$ cat src/adc_sleep_cfg.svh
// offsets, field positions, reset values and timing counts of the block
`ifndef ADC_SLEEP_CFG_SVH
`define ADC_SLEEP_CFG_SVH
// ************************************************************
// register byte offsets
// ************************************************************
`define OFS_CTRL        5'h00
`define OFS_MUX         5'h04
`define OFS_STATUS      5'h08
`define OFS_MASK        5'h0C
`define OFS_RESULT      5'h10
// ************************************************************
// field positions
// ************************************************************
`define CTRL_ENABLE     0
`define CTRL_START      1
`define CTRL_FREE       2
`define CTRL_BUSY       3
`define MUX_POS_LSB     0
`define MUX_NEG_LSB     8
`define ST_DONE         0
`define ST_WAKE         1
// ************************************************************
// reset values
// ************************************************************
`define RST_MUX         5'h00
`define RST_MASK        2'h0
// ************************************************************
// timing: converter clock derived from the system clock
// ************************************************************
`define CLK_PERIOD_NS   50
`define CONV_PERIOD_NS  200
`define DIV_CYCLES      (`CONV_PERIOD_NS / `CLK_PERIOD_NS)
`define CONV_TICKS      13
`define FIRST_TICKS     25
`endif

$ cat src/adc_sleep_pkg.sv
// types shared by the sleep conversion control block
`default_nettype none
package adc_sleep_pkg;
  // sleep mode as announced by the core, in this code order
  typedef enum logic [2:0]
  {
    SLP_IDLE,
    SLP_NOISE,
    SLP_PDOWN,
    SLP_PSAVE,
    SLP_STANDBY,
    SLP_EXT_STANDBY
  } sleep_mode_t;
endpackage
`default_nettype wire

$ cat src/adc_sleep_noise_canceler_control.sv
// converter control with sleep-triggered conversion and wishbone registers
//
// Contract
// software enables the converter, leaves it idle, picks single mode and unmasks the done interrupt before sleeping.
// entering noise-reduction or idle sleep under those conditions starts a conversion once the core has halted.
// if nothing else wakes the core first, the conversion-complete event wakes it.
// if another interrupt wakes the core first, the conversion still finishes and still raises its done request.
// after waking the core stays active and no new sleep conversion happens until a new sleep command.
// other sleep modes leave the converter enable untouched.
// software should toggle the enable after such a sleep before differential conversions.
// both differential input selects are free, so the same input may drive both for offset measurement.
// pins shared with converter inputs must not toggle during a conversion.
// a software start begins on the next converter clock edge after the write; a start written with the enable while disabled is dropped.
// a sleep start happens once per sleep entry and sets the done flag like a software start.
`include "adc_sleep_cfg.svh"
`default_nettype none
module adc_sleep_noise_canceler_control
  import adc_sleep_pkg::*;
(
  input  wire logic        clk_i,
  input  wire logic        rst_i,
  input  wire logic        wb_cyc_i,
  input  wire logic        wb_stb_i,
  input  wire logic        wb_we_i,
  input  wire logic [4:0]  wb_adr_i,
  input  wire logic [3:0]  wb_sel_i,
  input  wire logic [31:0] wb_dat_i,
  output logic      [31:0] wb_dat_o,
  output logic             wb_ack_o,
  input  wire sleep_mode_t sleep_mode_i,
  input  wire logic        cpu_halted_i,
  input  wire logic [9:0]  sample_i,
  output logic             hold_o,
  output logic      [4:0]  mux_pos_o,
  output logic      [4:0]  mux_neg_o,
  output logic             wake_o,
  output logic             irq_o
);
  // ************************************************************
  // state
  // ************************************************************
  logic       enable;
  logic       free_run;
  logic       start_pend;
  logic       first_done;
  logic       in_sleep_conv;
  logic       halted_q;
  logic [2:0] div_cnt;
  logic [4:0] tick_cnt;
  logic [1:0] status;
  logic [1:0] mask;
  logic [9:0] result;
  logic [9:0] sample_meta;
  logic [9:0] sample_sync;

  // ************************************************************
  // bus decode
  // ************************************************************
  wire acc      = wb_cyc_i & wb_stb_i & ~wb_ack_o;
  wire wr       = wb_cyc_i & wb_stb_i & wb_we_i & wb_ack_o; // ack edge
  wire wr_ctrl  = wr & (wb_adr_i == `OFS_CTRL) & wb_sel_i[0];
  wire wr_pos   = wr & (wb_adr_i == `OFS_MUX) & wb_sel_i[0];
  wire wr_neg   = wr & (wb_adr_i == `OFS_MUX) & wb_sel_i[1];
  wire wr_stat  = wr & (wb_adr_i == `OFS_STATUS) & wb_sel_i[0];
  wire wr_mask  = wr & (wb_adr_i == `OFS_MASK) & wb_sel_i[0];
  wire [1:0] status_clr = wr_stat ? wb_dat_i[1:0] : 2'h0;
  wire busy     = (tick_cnt != 5'h00);
  wire [31:0] ctrl_rd = {28'h0000000, busy, free_run,
                         start_pend | busy, enable};
  wire [31:0] mux_rd  = {19'h00000, mux_neg_o, 3'h0, mux_pos_o};
  wire [31:0] rd_data =
    (wb_adr_i == `OFS_CTRL)   ? ctrl_rd :
    (wb_adr_i == `OFS_MUX)    ? mux_rd :
    (wb_adr_i == `OFS_STATUS) ? {30'h00000000, status} :
    (wb_adr_i == `OFS_MASK)   ? {30'h00000000, mask} :
    (wb_adr_i == `OFS_RESULT) ? {22'h000000, result} : 32'h00000000;

  // ************************************************************
  // converter clock, starts and completion
  // ************************************************************
  wire tick      = enable & (div_cnt == 3'(`DIV_CYCLES - 1));
  wire sw_start  = wr_ctrl & wb_dat_i[`CTRL_START] & wb_dat_i[`CTRL_ENABLE];
  wire qual_mode = (sleep_mode_i == SLP_IDLE) | (sleep_mode_i == SLP_NOISE);
  wire halt_rise = cpu_halted_i & ~halted_q;
  // only the first halted cycle of a sleep can trigger, so one per entry
  wire sleep_trig = halt_rise & qual_mode & enable & ~busy & ~start_pend
                    & ~free_run & mask[`ST_DONE];
  wire begin_conv = start_pend & tick;
  wire done       = tick & (tick_cnt == 5'h01);
  wire [4:0] conv_len = first_done ? 5'(`CONV_TICKS) : 5'(`FIRST_TICKS);
  wire [1:0] status_set = {done & in_sleep_conv, done};
  wire [1:0] next_status = (status & ~status_clr) | status_set;

  // bus answer one cycle after the request, read data latched with it
  always_ff @(posedge clk_i)
  begin
    if (rst_i)
    begin
      wb_ack_o <= 1'b0;
      wb_dat_o <= 32'h00000000;
    end
    else
    begin
      wb_ack_o <= acc;
      wb_dat_o <= acc ? rd_data : 32'h00000000;
    end
  end

  // control fields; sleep entry never touches the enable
  always_ff @(posedge clk_i)
  begin
    if (rst_i)
    begin
      enable   <= 1'b0;
      free_run <= 1'b0;
      mask     <= `RST_MASK;
    end
    else
    begin
      if (wr_ctrl)
      begin
        enable   <= wb_dat_i[`CTRL_ENABLE];
        free_run <= wb_dat_i[`CTRL_FREE];
      end
      if (wr_mask)
        mask <= wb_dat_i[1:0];
    end
  end

  // channel selects, any pair allowed including equal inputs
  always_ff @(posedge clk_i)
  begin
    if (rst_i)
    begin
      mux_pos_o <= `RST_MUX;
      mux_neg_o <= `RST_MUX;
    end
    else
    begin
      if (wr_pos)
        mux_pos_o <= wb_dat_i[`MUX_POS_LSB +: 5];
      if (wr_neg)
        mux_neg_o <= wb_dat_i[`MUX_NEG_LSB +: 5];
    end
  end

  // sample input from the analog front end, two-stage synchroniser
  always_ff @(posedge clk_i)
  begin
    if (rst_i)
    begin
      sample_meta <= 10'h000;
      sample_sync <= 10'h000;
    end
    else
    begin
      sample_meta <= sample_i;
      sample_sync <= sample_meta;
    end
  end

  // divider and conversion sequencer; disabling aborts everything
  always_ff @(posedge clk_i)
  begin
    if (rst_i | ~enable)
    begin
      div_cnt    <= 3'h0;
      tick_cnt   <= 5'h00;
      start_pend <= 1'b0;
      hold_o     <= 1'b0;
      first_done <= rst_i ? 1'b0 : first_done & enable;
    end
    else
    begin
      div_cnt <= tick ? 3'h0 : div_cnt + 3'h1;
      if (sw_start | sleep_trig)
        start_pend <= 1'b1;
      else if (begin_conv)
        start_pend <= 1'b0;
      if (begin_conv)
      begin
        tick_cnt <= conv_len;
        hold_o   <= 1'b1;
      end
      else if (done & free_run)
        tick_cnt <= 5'(`CONV_TICKS);
      else if (tick & busy)
      begin
        tick_cnt <= tick_cnt - 5'h01;
        hold_o   <= ~done;
      end
      if (done)
        first_done <= 1'b1;
    end
  end

  // result, sleep bookkeeping and wake pulse
  always_ff @(posedge clk_i)
  begin
    if (rst_i)
    begin
      result        <= 10'h000;
      halted_q      <= 1'b0;
      in_sleep_conv <= 1'b0;
      wake_o        <= 1'b0;
    end
    else
    begin
      halted_q <= cpu_halted_i;
      if (done)
        result <= sample_sync;
      if (sleep_trig)
        in_sleep_conv <= 1'b1;
      else if (done | ~enable)
        in_sleep_conv <= 1'b0;
      // a core already woken by another source gets no second wake
      wake_o <= done & in_sleep_conv & cpu_halted_i;
    end
  end

  // sticky status, set wins over write-one-to-clear; masked interrupt
  always_ff @(posedge clk_i)
  begin
    if (rst_i)
    begin
      status <= 2'h0;
      irq_o  <= 1'b0;
    end
    else
    begin
      status <= next_status;
      irq_o  <= |(next_status & mask);
    end
  end
endmodule
`default_nettype wire

$ cat config.mk
export PLATFORM = sky130hd
export DESIGN_NAME = adc_sleep_noise_canceler_control
export DESIGN_NICKNAME = d
export VERILOG_FILES = /design/src/adc_sleep_pkg.sv /design/src/adc_sleep_noise_canceler_control.sv
export VERILOG_INCLUDE_DIRS = /design/src
export SDC_FILE = /design/constraint.sdc
export NUM_CORES = 1
export LEC_CHECK = 0
export BUFFER_PORTS_ARGS = -buffer_cell sky130_fd_sc_hd__buf_4
export CAP_MARGIN = 20
export CORE_MARGIN = 2
export CORE_UTILIZATION = 50
export CTS_BUF_LIST = sky130_fd_sc_hd__clkbuf_4 sky130_fd_sc_hd__clkbuf_8
export CTS_CLUSTER_SIZE = 14
export DETAILED_ROUTE_END_ITERATION = 10
export GPL_TIMING_DRIVEN = 0
export PLACE_DENSITY = 0.86
export SYNTH_ARGS = -nofsm -noshare
export SYNTH_HDL_FRONTEND = slang
export SYNTH_SLANG_ARGS = --single-unit
$ cat constraint.sdc
create_clock -name clk_i -period 2.65 [get_ports clk_i]
set_clock_uncertainty 0.1 [all_clocks]
set_input_delay 0.265 -clock clk_i [delete_from_list [all_inputs] [get_ports clk_i]]
set_output_delay 0.265 -clock clk_i [all_outputs]
set_load 0.01 [all_outputs]
# ---- Word-level counts from Yosys, hierarchy flattened
# Cells that the tools add are included.
dict set report totals {
  regBits 94
  output_inout_bits 46
  elab_cells 116
}
dict set report classes {
  add_sub_neg 2
  eq_ne 8
  mux 20
  bitwise 48
  n_reduce_logical 15
}
# cell n
set op_table {}
lappend op_table {{$and 1x1->1} 30}
lappend op_table {{$mux 10} 3}
lappend op_table {{$mux 5} 4}
lappend op_table {{$mux 13} 1}
lappend op_table {{$eq 5x4->1 const B} 2}
lappend op_table {{$mux 1} 10}
lappend op_table {{$not 1->1} 9}
lappend op_table {{$reduce_bool 2->1} 4}
lappend op_table {{$reduce_or 7->1} 1}
lappend op_table {{$reduce_or 2->1} 3}
lappend op_table {{$reduce_or 6->1} 1}
lappend op_table {{$eq 5x1->1 const B} 1}
lappend op_table {{$eq 5x3->1 const B} 1}
lappend op_table {{$eq 5x5->1 const B} 1}
lappend op_table {{$logic_not 5->1} 1}
lappend op_table {{$or 1x1->1} 5}
lappend op_table {{$reduce_bool 5->1} 1}
lappend op_table {{$sub 5x1->5 const B} 1}
lappend op_table {{$and 2x2->2} 2}
lappend op_table {{$mux 4} 1}
lappend op_table {{$add 3x1->3 const B} 1}
lappend op_table {{$eq 3x1->1 const B} 1}
lappend op_table {{$eq 3x2->1 const B} 1}
lappend op_table {{$logic_not 3->1} 1}
lappend op_table {{7 further kinds} 7}

# ---- Depth between registers and ports, before layout
# Gate-level depths: netlist of run 1.
dict set report logic_depth {
  word_depth 11
  depth_mapped 8
}

# ---- Least setup slack after synthesis of run 1
# Ideal clock, no wire load.
dict set report synth_timing {
  path_kind {flip-flop to flip-flop}
  startpoint {reg div_cnt[0]}
  endpoint {reg first_done (enable)}
  setup_ns 0.253
  arrival_ns 1.529
  setup_slack_ns 0.768
  stages_incl_launch_ff 8
  n_path_buf 2
  synth_period_minus_slack_ns 1.882
  path_cell_list {dfxtp_1 > ha_1 > ha_1 > and2_1 > buf_2 > nand3_1 > clkbuf_1 > nand2_1}
}
dict set report synth_between {
  elab_chain_cells 4
}
# item line
set synth_lines {}
lappend synth_lines {{start: declaration} adc_sleep_noise_canceler_control.sv:48} ;# logic [2:0] div_cnt;
lappend synth_lines {{start signal: assignment} adc_sleep_noise_canceler_control.sv:175} ;# div_cnt <= tick ? 3'h0 : div_cnt + 3'h1;
lappend synth_lines {{$eq 3x2->1} adc_sleep_noise_canceler_control.sv:81} ;# wire tick = enable & (div_cnt == 3'(`DIV_CYCLES - 1));
lappend synth_lines {{$and 1x1->1} adc_sleep_noise_canceler_control.sv:81}
lappend synth_lines {{$and 1x1->1} adc_sleep_noise_canceler_control.sv:89} ;# wire done = tick & (tick_cnt == 5'h01);
lappend synth_lines {{$reduce_bool 2->1 (no line)} n/a}
lappend synth_lines {{end signal: assignment} adc_sleep_noise_canceler_control.sv:171} ;# first_done <= rst_i ? 1'b0 : first_done & enable;
lappend synth_lines {{end: declaration} adc_sleep_noise_canceler_control.sv:45} ;# logic first_done;
# Every way passes these cells.
# A chain may end at the register's enable or synchronous reset.

# ---- Worst setup path after layout of run 1
# Same ends and word-level chain as after synthesis.

==> impl_results.md, run 1 <==
- Status: finished, final reports clean
- RSZ-0062 raised after global routing: no
- Largest family of logic cells by synthesized area: simple AND/OR/NAND/NOR gates
- Min Tclk post-route: 2150 ps
- Global-route wire length before repair: 9740 um
- Arrival time worst endpoint: 2150 ps
- ANT cells: 0
- Iter 0 DRT Violations: 149
- Slew headroom: 0.662
- Synthesis-to-layout area growth: 25.9%
- Reg clk slew, reported paths: 90 ps
- Post-synthesis cell count: 319
- Power Density: 546 nW/um^2
- PortBufs: 59
- Post-synthesis adder-cell area fraction: 0.0206
- Simple-Gate Fraction of Synth Area: 0.241
- Vias: 2461
- NumNets Final: 472
- Worst setup SP type: flip-flop
- Final worst slack: 501 ps
- Residual DRC: 0
- Wirelength per Cell: 13.1 um
- TritonCTS Buffers: 9
- Post-synthesis mux area share: 0.0494
- Worst-Margin Slew: 502 ps
- Share of layout cells above drive strength 1: 0.269
- Synth Area in Compound Gates: 0.104
- WP data required: 2650 ps
- Die Ht: 81.9 um
- Initial Utilization: 0.516
- Initial DRT Pass Iterations: 4
- Clk buf depth: 2
- Setup TNS: 0 ps
- Initial antenna violation count: 0
- Pins Over Slew Limit: 0
- Asr flop ratio synth: 0
- Synth Cell Area: 3040 um^2
- Ys flop type: dfxtp_1
- Rows: 28
- Chip Width: 81.9 um
- # IOs: 106
- Vias in the first global route: 2150
- CTS root buf: clkbuf_8
- Hold Crit Class: primary input to flip-flop
- Post-DRT Antenna Nets: 0
- Fmax: 465 MHz
- Total track usage: 0.195
- Mapped Avg Cell Area: 9.52 um^2
- Synthesis Warnings: 0
- CTS H-tree depth: 3
- LEAKAGE: 1.73 nW
- Max Fanout on Critical Path: 10
- Max Cap Violations: 0
- CP Class: flip-flop to flip-flop
- XOR/XNOR share of the synthesized area: 0.00288
- Dpl hpwl: 4770 um
- # resized after CTS: 0
- Pre-CTS setup slack: 504 ps
- Total gr overflow: 0
- Worst setup EP type: flip-flop
- Clk_lat worst skew: 340 ps
- Final Hold Vio Count: 0
- Pin count of the biggest net entering global routing: 15
- Die area: 6710 um^2
- Yosys reg bits: 75
- Gpl congestion: 0.846
- EDFF count, synth: 1
- TritonCTS Sinks: 75
- Maximum VDD drop: 398 uV
- Distinct cell type count after synthesis: 53
- Part of the cycle the worst path needs: 0.811
- CTS tree: built
- Cts hold-fix bufs: 0
- Post-CTS Repair Setup Buffers: 0
- Core Region: 5890 um^2
- Vias/cell: 5.05
- Register area share after synthesis: 0.498
- Setup violators final: 0
- Routed wire length: 6390 um
## area by class of cell
cell class	count	area, um^2
Timing Repair Buffer	59	443
Inverter	12	45.0
Tap cell	75	93.8
Multi-Input combinational cell	217	1340
Fill cell	482	2060
Clock inverter	6	45.0
Sequential cell	75	1510
Buffer	33	206
Clock buffer	10	138
## cells in the mapped netlist, types with 3 or more instances
| master | number | area share |
|---|---|---|
| a21oi_1 | 23 | 0.038 |
| a22o_1 | 3 | 0.0087 |
| a31oi_1 | 3 | 0.0062 |
| and2_1 | 9 | 0.019 |
| and3_1 | 4 | 0.0082 |
| buf_2 | 3 | 0.0049 |
| buf_4 | 19 | 0.047 |
| clkbuf_1 | 9 | 0.011 |
| dfxtp_1 | 74 | 0.49 |
| ha_1 | 5 | 0.021 |
| inv_1 | 12 | 0.015 |
| mux2i_1 | 15 | 0.049 |
| nand2_1 | 34 | 0.042 |
| nand2b_1 | 3 | 0.0062 |
| nand3_1 | 4 | 0.0066 |
| nand3b_1 | 3 | 0.0074 |
| nand4_1 | 3 | 0.0062 |
| nor2_1 | 22 | 0.027 |
| nor2b_1 | 25 | 0.051 |
| nor3_1 | 5 | 0.0082 |
| o21ai_0 | 4 | 0.0066 |
## layer usage
layer	vias up	GRT usage	wire (um)
met5	-	0	0
met4	0	0.110	206
met3	22	0.0473	448
met2	115	0.311	3050
met1	1100	0.241	2690
li1	1224	-	-
## worst paths after layout
kind	from	end	slack (ps)	depth (start not counted)
max reg2reg	div_cnt[0]$_SDFF_PP0_	first_done$_SDFFCE_PN1P_	500	7
max	div_cnt[0]$_SDFF_PP0_	first_done$_SDFFCE_PN1P_	500	7
min	sample_i[2]	sample_meta[2]$_SDFF_PP0_	30	2
min reg2reg	sample_sync[6]$_SDFF_PP0_	result[6]$_SDFFE_PP0N_	340	2
## stage by stage
| stage | util | total power, mW | cell area [um^2] | cells | hold WS (ps) |
|---|---|---|---|---|---|
| 6_report | 0.650 | 2.09 | 3820 | 487 | 31.9 |
| 5_1_grt | 0.650 | 2.17 | 3820 | 487 | 12.4 |
| 4_1_cts | 0.650 | 2.10 | 3820 | 487 | 16.9 |
| 3_5_place_dp | 0.619 | 1.30 | 3640 | 471 | 320 |
| 3_3_place_gp | 0.619 | 1.30 | 3640 | 471 | 312 |
| 2_1_floorplan | - | 1.25 | 3110 | 337 | 275 |
## layout by cell type, fill, tap and decap left out, types with 5 or more instances in the layout
master,n
clkbuf_8,10
dfxtp_1,74
conb_1,19
nand2_1,34
mux2i_1,15
buf_4,78
inv_1,12
nor2b_1,25
and2_1,9
ha_1,5
clkbuf_1,9
a21oi_1,23
nor3_1,5
nor2_1,22
## worst max-delay path, stage by stage, from the launching register on
cell and delay (ps):
dfxtp_1 320, ha_1 200, ha_1 250, and2_1 170, buf_2 150, nand3_1 220
clkbuf_1 390, nand2_1 120
## flip-flops by register name (all words and copies together), names as in the netlist, 2 cells and up
name	count
tick_cnt	5
mux_pos_o	5
status	2
result	10
div_cnt	3
mask	2
sample_meta	10
sample_sync	10
wb_dat_o	13
mux_neg_o	5
## where the power goes
part	internal, mW	leakage (nW)	switching [mW]
clock network	0.373	0.0936	0.437
registers	1.14	0.613	0.00364
logic	0.0684	1.02	0.0641
## cell families (layout without fill, tap and decap cells)
logic type	Yosys count	in the layout
flip-flops	75	75
AO/OA/AOI/OAI	47	47
multiplexers	15	15
XOR/XNOR	1	1
other	1	19
adder cells (fa/ha/maj)	5	5
AND/OR/NAND/NOR	130	130
buffers and inverters	45	120
No activity file was read; power rests on OpenSTA's default activity.
==> run 2, diff against run 1 <==
==> constraint.sdc (replaced) <==
create_clock -name clk_i -period 2.11 [get_ports clk_i]
set_clock_uncertainty 0.1 [all_clocks]
set_input_delay 0.211 -clock clk_i [delete_from_list [all_inputs] [get_ports clk_i]]
set_output_delay 0.211 -clock clk_i [all_outputs]
set_load 0.01 [all_outputs]
==> run 2 against run 1 <==
  * Non-clock buffer count increased by 15
  * Critical path depth did not move
  * Combinational power up 43%
  * Highest routed layer unchanged
  * Die area did not move
  * Worst setup slack got worse by 410 ps
  * Cell count is 3.1% higher
==> impl_results.md, run 2 (synthesis results as in run 1) <==
- Share of layout cells above drive strength 1: 0.262
- Status: finished, final reports clean
- Wirelength per Cell: 13.1 um
- Worst-Margin Slew: 489 ps
- Worst path depth: 7
- Final Hold Vio Count: 0
- Part of the cycle the worst path needs: 0.955
- Pin count of the biggest net entering global routing: 15
- Hold Path Cell Cnt: 3
- Setup slack, reg-to-reg: 90 ps
- CTS H-tree depth: 3
- Final worst slack: 94.3 ps
- Total gr overflow: 0
- ANT cells: 0
- Clk_lat worst skew: 340 ps
- Hold EP: mux_neg_o[4]$_SDFFE_PP0P_
- Max Fanout on Critical Path: 7
- Routed wire length: 6570 um
- Min Tclk post-route: 2020 ps
- Design area: 3980 um^2
- Fill cell count: 463
- Dpl hpwl: 4770 um
- Worst setup EP type: flip-flop
- DP Area: 3640 um^2
- CP Class: flip-flop to flip-flop
- NumNets Final: 487
- TritonCTS Sinks: 75
- Initial antenna violation count: 0
- Gpl congestion: 0.846
- Synthesis-to-layout area growth: 30.9%
- Multi-input gate area: 1340 um^2
- Hold Crit Class: primary input to flip-flop
- Initial DRT Pass Iterations: 4
- Iter 0 DRT Violations: 153
- Most used cell, CP: ha_1
- Reg clk slew, reported paths: 90 ps
- PortBufs: 59
- Max Cap Violations: 0
- Vias: 2494
- Arrival time worst endpoint: 2160 ps
- Setup TNS: 0 ps
- Rows: 28
- Fmax: 496 MHz
- Crit path max-delay cell type: dfxtp_1
- Final Hold Slack: 24.6 ps
- WP data required: 2250 ps
- # IOs: 106
- Largest reg by FF count: wb_dat_o
- R2r startpoint: div_cnt[0]$_SDFF_PP0_
- RSZ-0062 raised after global routing: no
- TritonCTS Buffers: 9
- Hold path start: wb_dat_i[12]
- Top delay family on crit path: compound AO/OA/AOI/OAI gates
- Power Density: 665 nW/um^2
- Global-route wire length before repair: 10100 um
- Pre-CTS setup slack: -36.1 ps
- Vias in the first global route: 2244
- Residual DRC: 0
- Clk buf depth: 2
- CTS root buf: clkbuf_8
- Largest register FFs: 13
- Worst Reg-to-Reg Cells: 7
- Chip Width: 81.9 um
- Vias/cell: 4.97
- Most common cell after layout, fill and taps aside: buf_4
- Buffers and inverters on the worst path: 1
- CTS tree: built
- Cells along the critical path: ha_1 -> ha_1 -> and2_1 -> buf_2 -> a41oi_2 -> nand3_1 -> a221oi_1
- Post-DRT Antenna Nets: 0
- Total track usage: 0.203
- Post-CTS Repair Setup Buffers: 0
- Slew headroom: 0.671
- Sequential standard cell area: 1510 um^2
- Pins Over Slew Limit: 0
- Initial Utilization: 0.516
- LEAKAGE: 1.79 nW
- Die area: 6710 um^2
- Maximum VDD drop: 512 uV
- Max incr delay on CP: 320 ps
- Reg-to-reg endpoint: tick_cnt[4]$_SDFFE_PP0P_
- Die Ht: 81.9 um
- Worst setup SP type: flip-flop
- Setup violators final: 0
- Core Region: 5890 um^2
- Most frequent cells in the layout: buf_4, dfxtp_1, nand2_1
run 2: cell types whose count changed in the layout (fill, tap and decap cells not counted):
cell,before,now
buf_2,3,4
clkbuf_1,9,8
dlygate4sd3_1,0,15
run 2: area by class of cell:
type / count / share of cell area
buffer: 33 / 0.0522
clock buffer: 10 / 0.0346
clock inverter: 6 / 0.0113
inverter: 12 / 0.0113
multi-input combinational: 217 / 0.338
sequential: 75 / 0.380
tap: 75 / 0.0236
timing repair buffer: 74 / 0.149
run 2: layer usage:
metal / GRT usage / wire [um]
met5: 0 / 0
met4: 0.113 / 150
met3: 0.0473 / 392
met2: 0.327 / 3210
met1: 0.248 / 2820
run 2: how the worst max path moves through the flow:
stage,end,start
5_1_grt,tick_cnt[4]$_SDFFE_PP0P_,div_cnt[0]$_SDFF_PP0_
6_report,tick_cnt[4]$_SDFFE_PP0P_,div_cnt[0]$_SDFF_PP0_
3_5_place_dp,first_done$_SDFFCE_PN1P_,div_cnt[0]$_SDFF_PP0_
4_1_cts,first_done$_SDFFCE_PN1P_,div_cnt[0]$_SDFF_PP0_
3_3_place_gp,first_done$_SDFFCE_PN1P_,div_cnt[0]$_SDFF_PP0_
2_1_floorplan,first_done$_SDFFCE_PN1P_,div_cnt[0]$_SDFF_PP0_
run 2: worst min-delay path, delay by kind of cell:
kind                   cells  cell delay, ps
buffers and inverters      1              80
AND/OR/NAND/NOR            1              90
multiplexers               1              50
run 2: timing repair:
| action | in CTS | in global routing |
|---|---|---|
| endpoints found under the setup margin | 5 | 2 |
| gates resized for setup | 1 | 1 |
| hold buffers | 15 | 0 |
| hold endpoints to repair | 15 | 0 |
run 2: where the power goes:
| group | switching [mW] | internal, mW | total (mW) | leakage (nW) |
|---|---|---|---|---|
| Sequential | 0.00462 | 1.44 | 1.44 | 0.613 |
| Combinational | 0.0849 | 0.104 | 0.189 | 1.09 |
| Clock | 0.546 | 0.468 | 1.01 | 0.0936 |
| Total | 0.636 | 2.01 | 2.64 | 1.79 |
run 2: per-stage QoR:
step	cells	total power, mW	utilization
2_1_floorplan	337	1.57	-
6_report	502	2.64	0.676
3_3_place_gp	471	1.64	0.619
5_1_grt	502	2.75	0.676
4_1_cts	502	2.66	0.676
3_5_place_dp	471	1.64	0.619
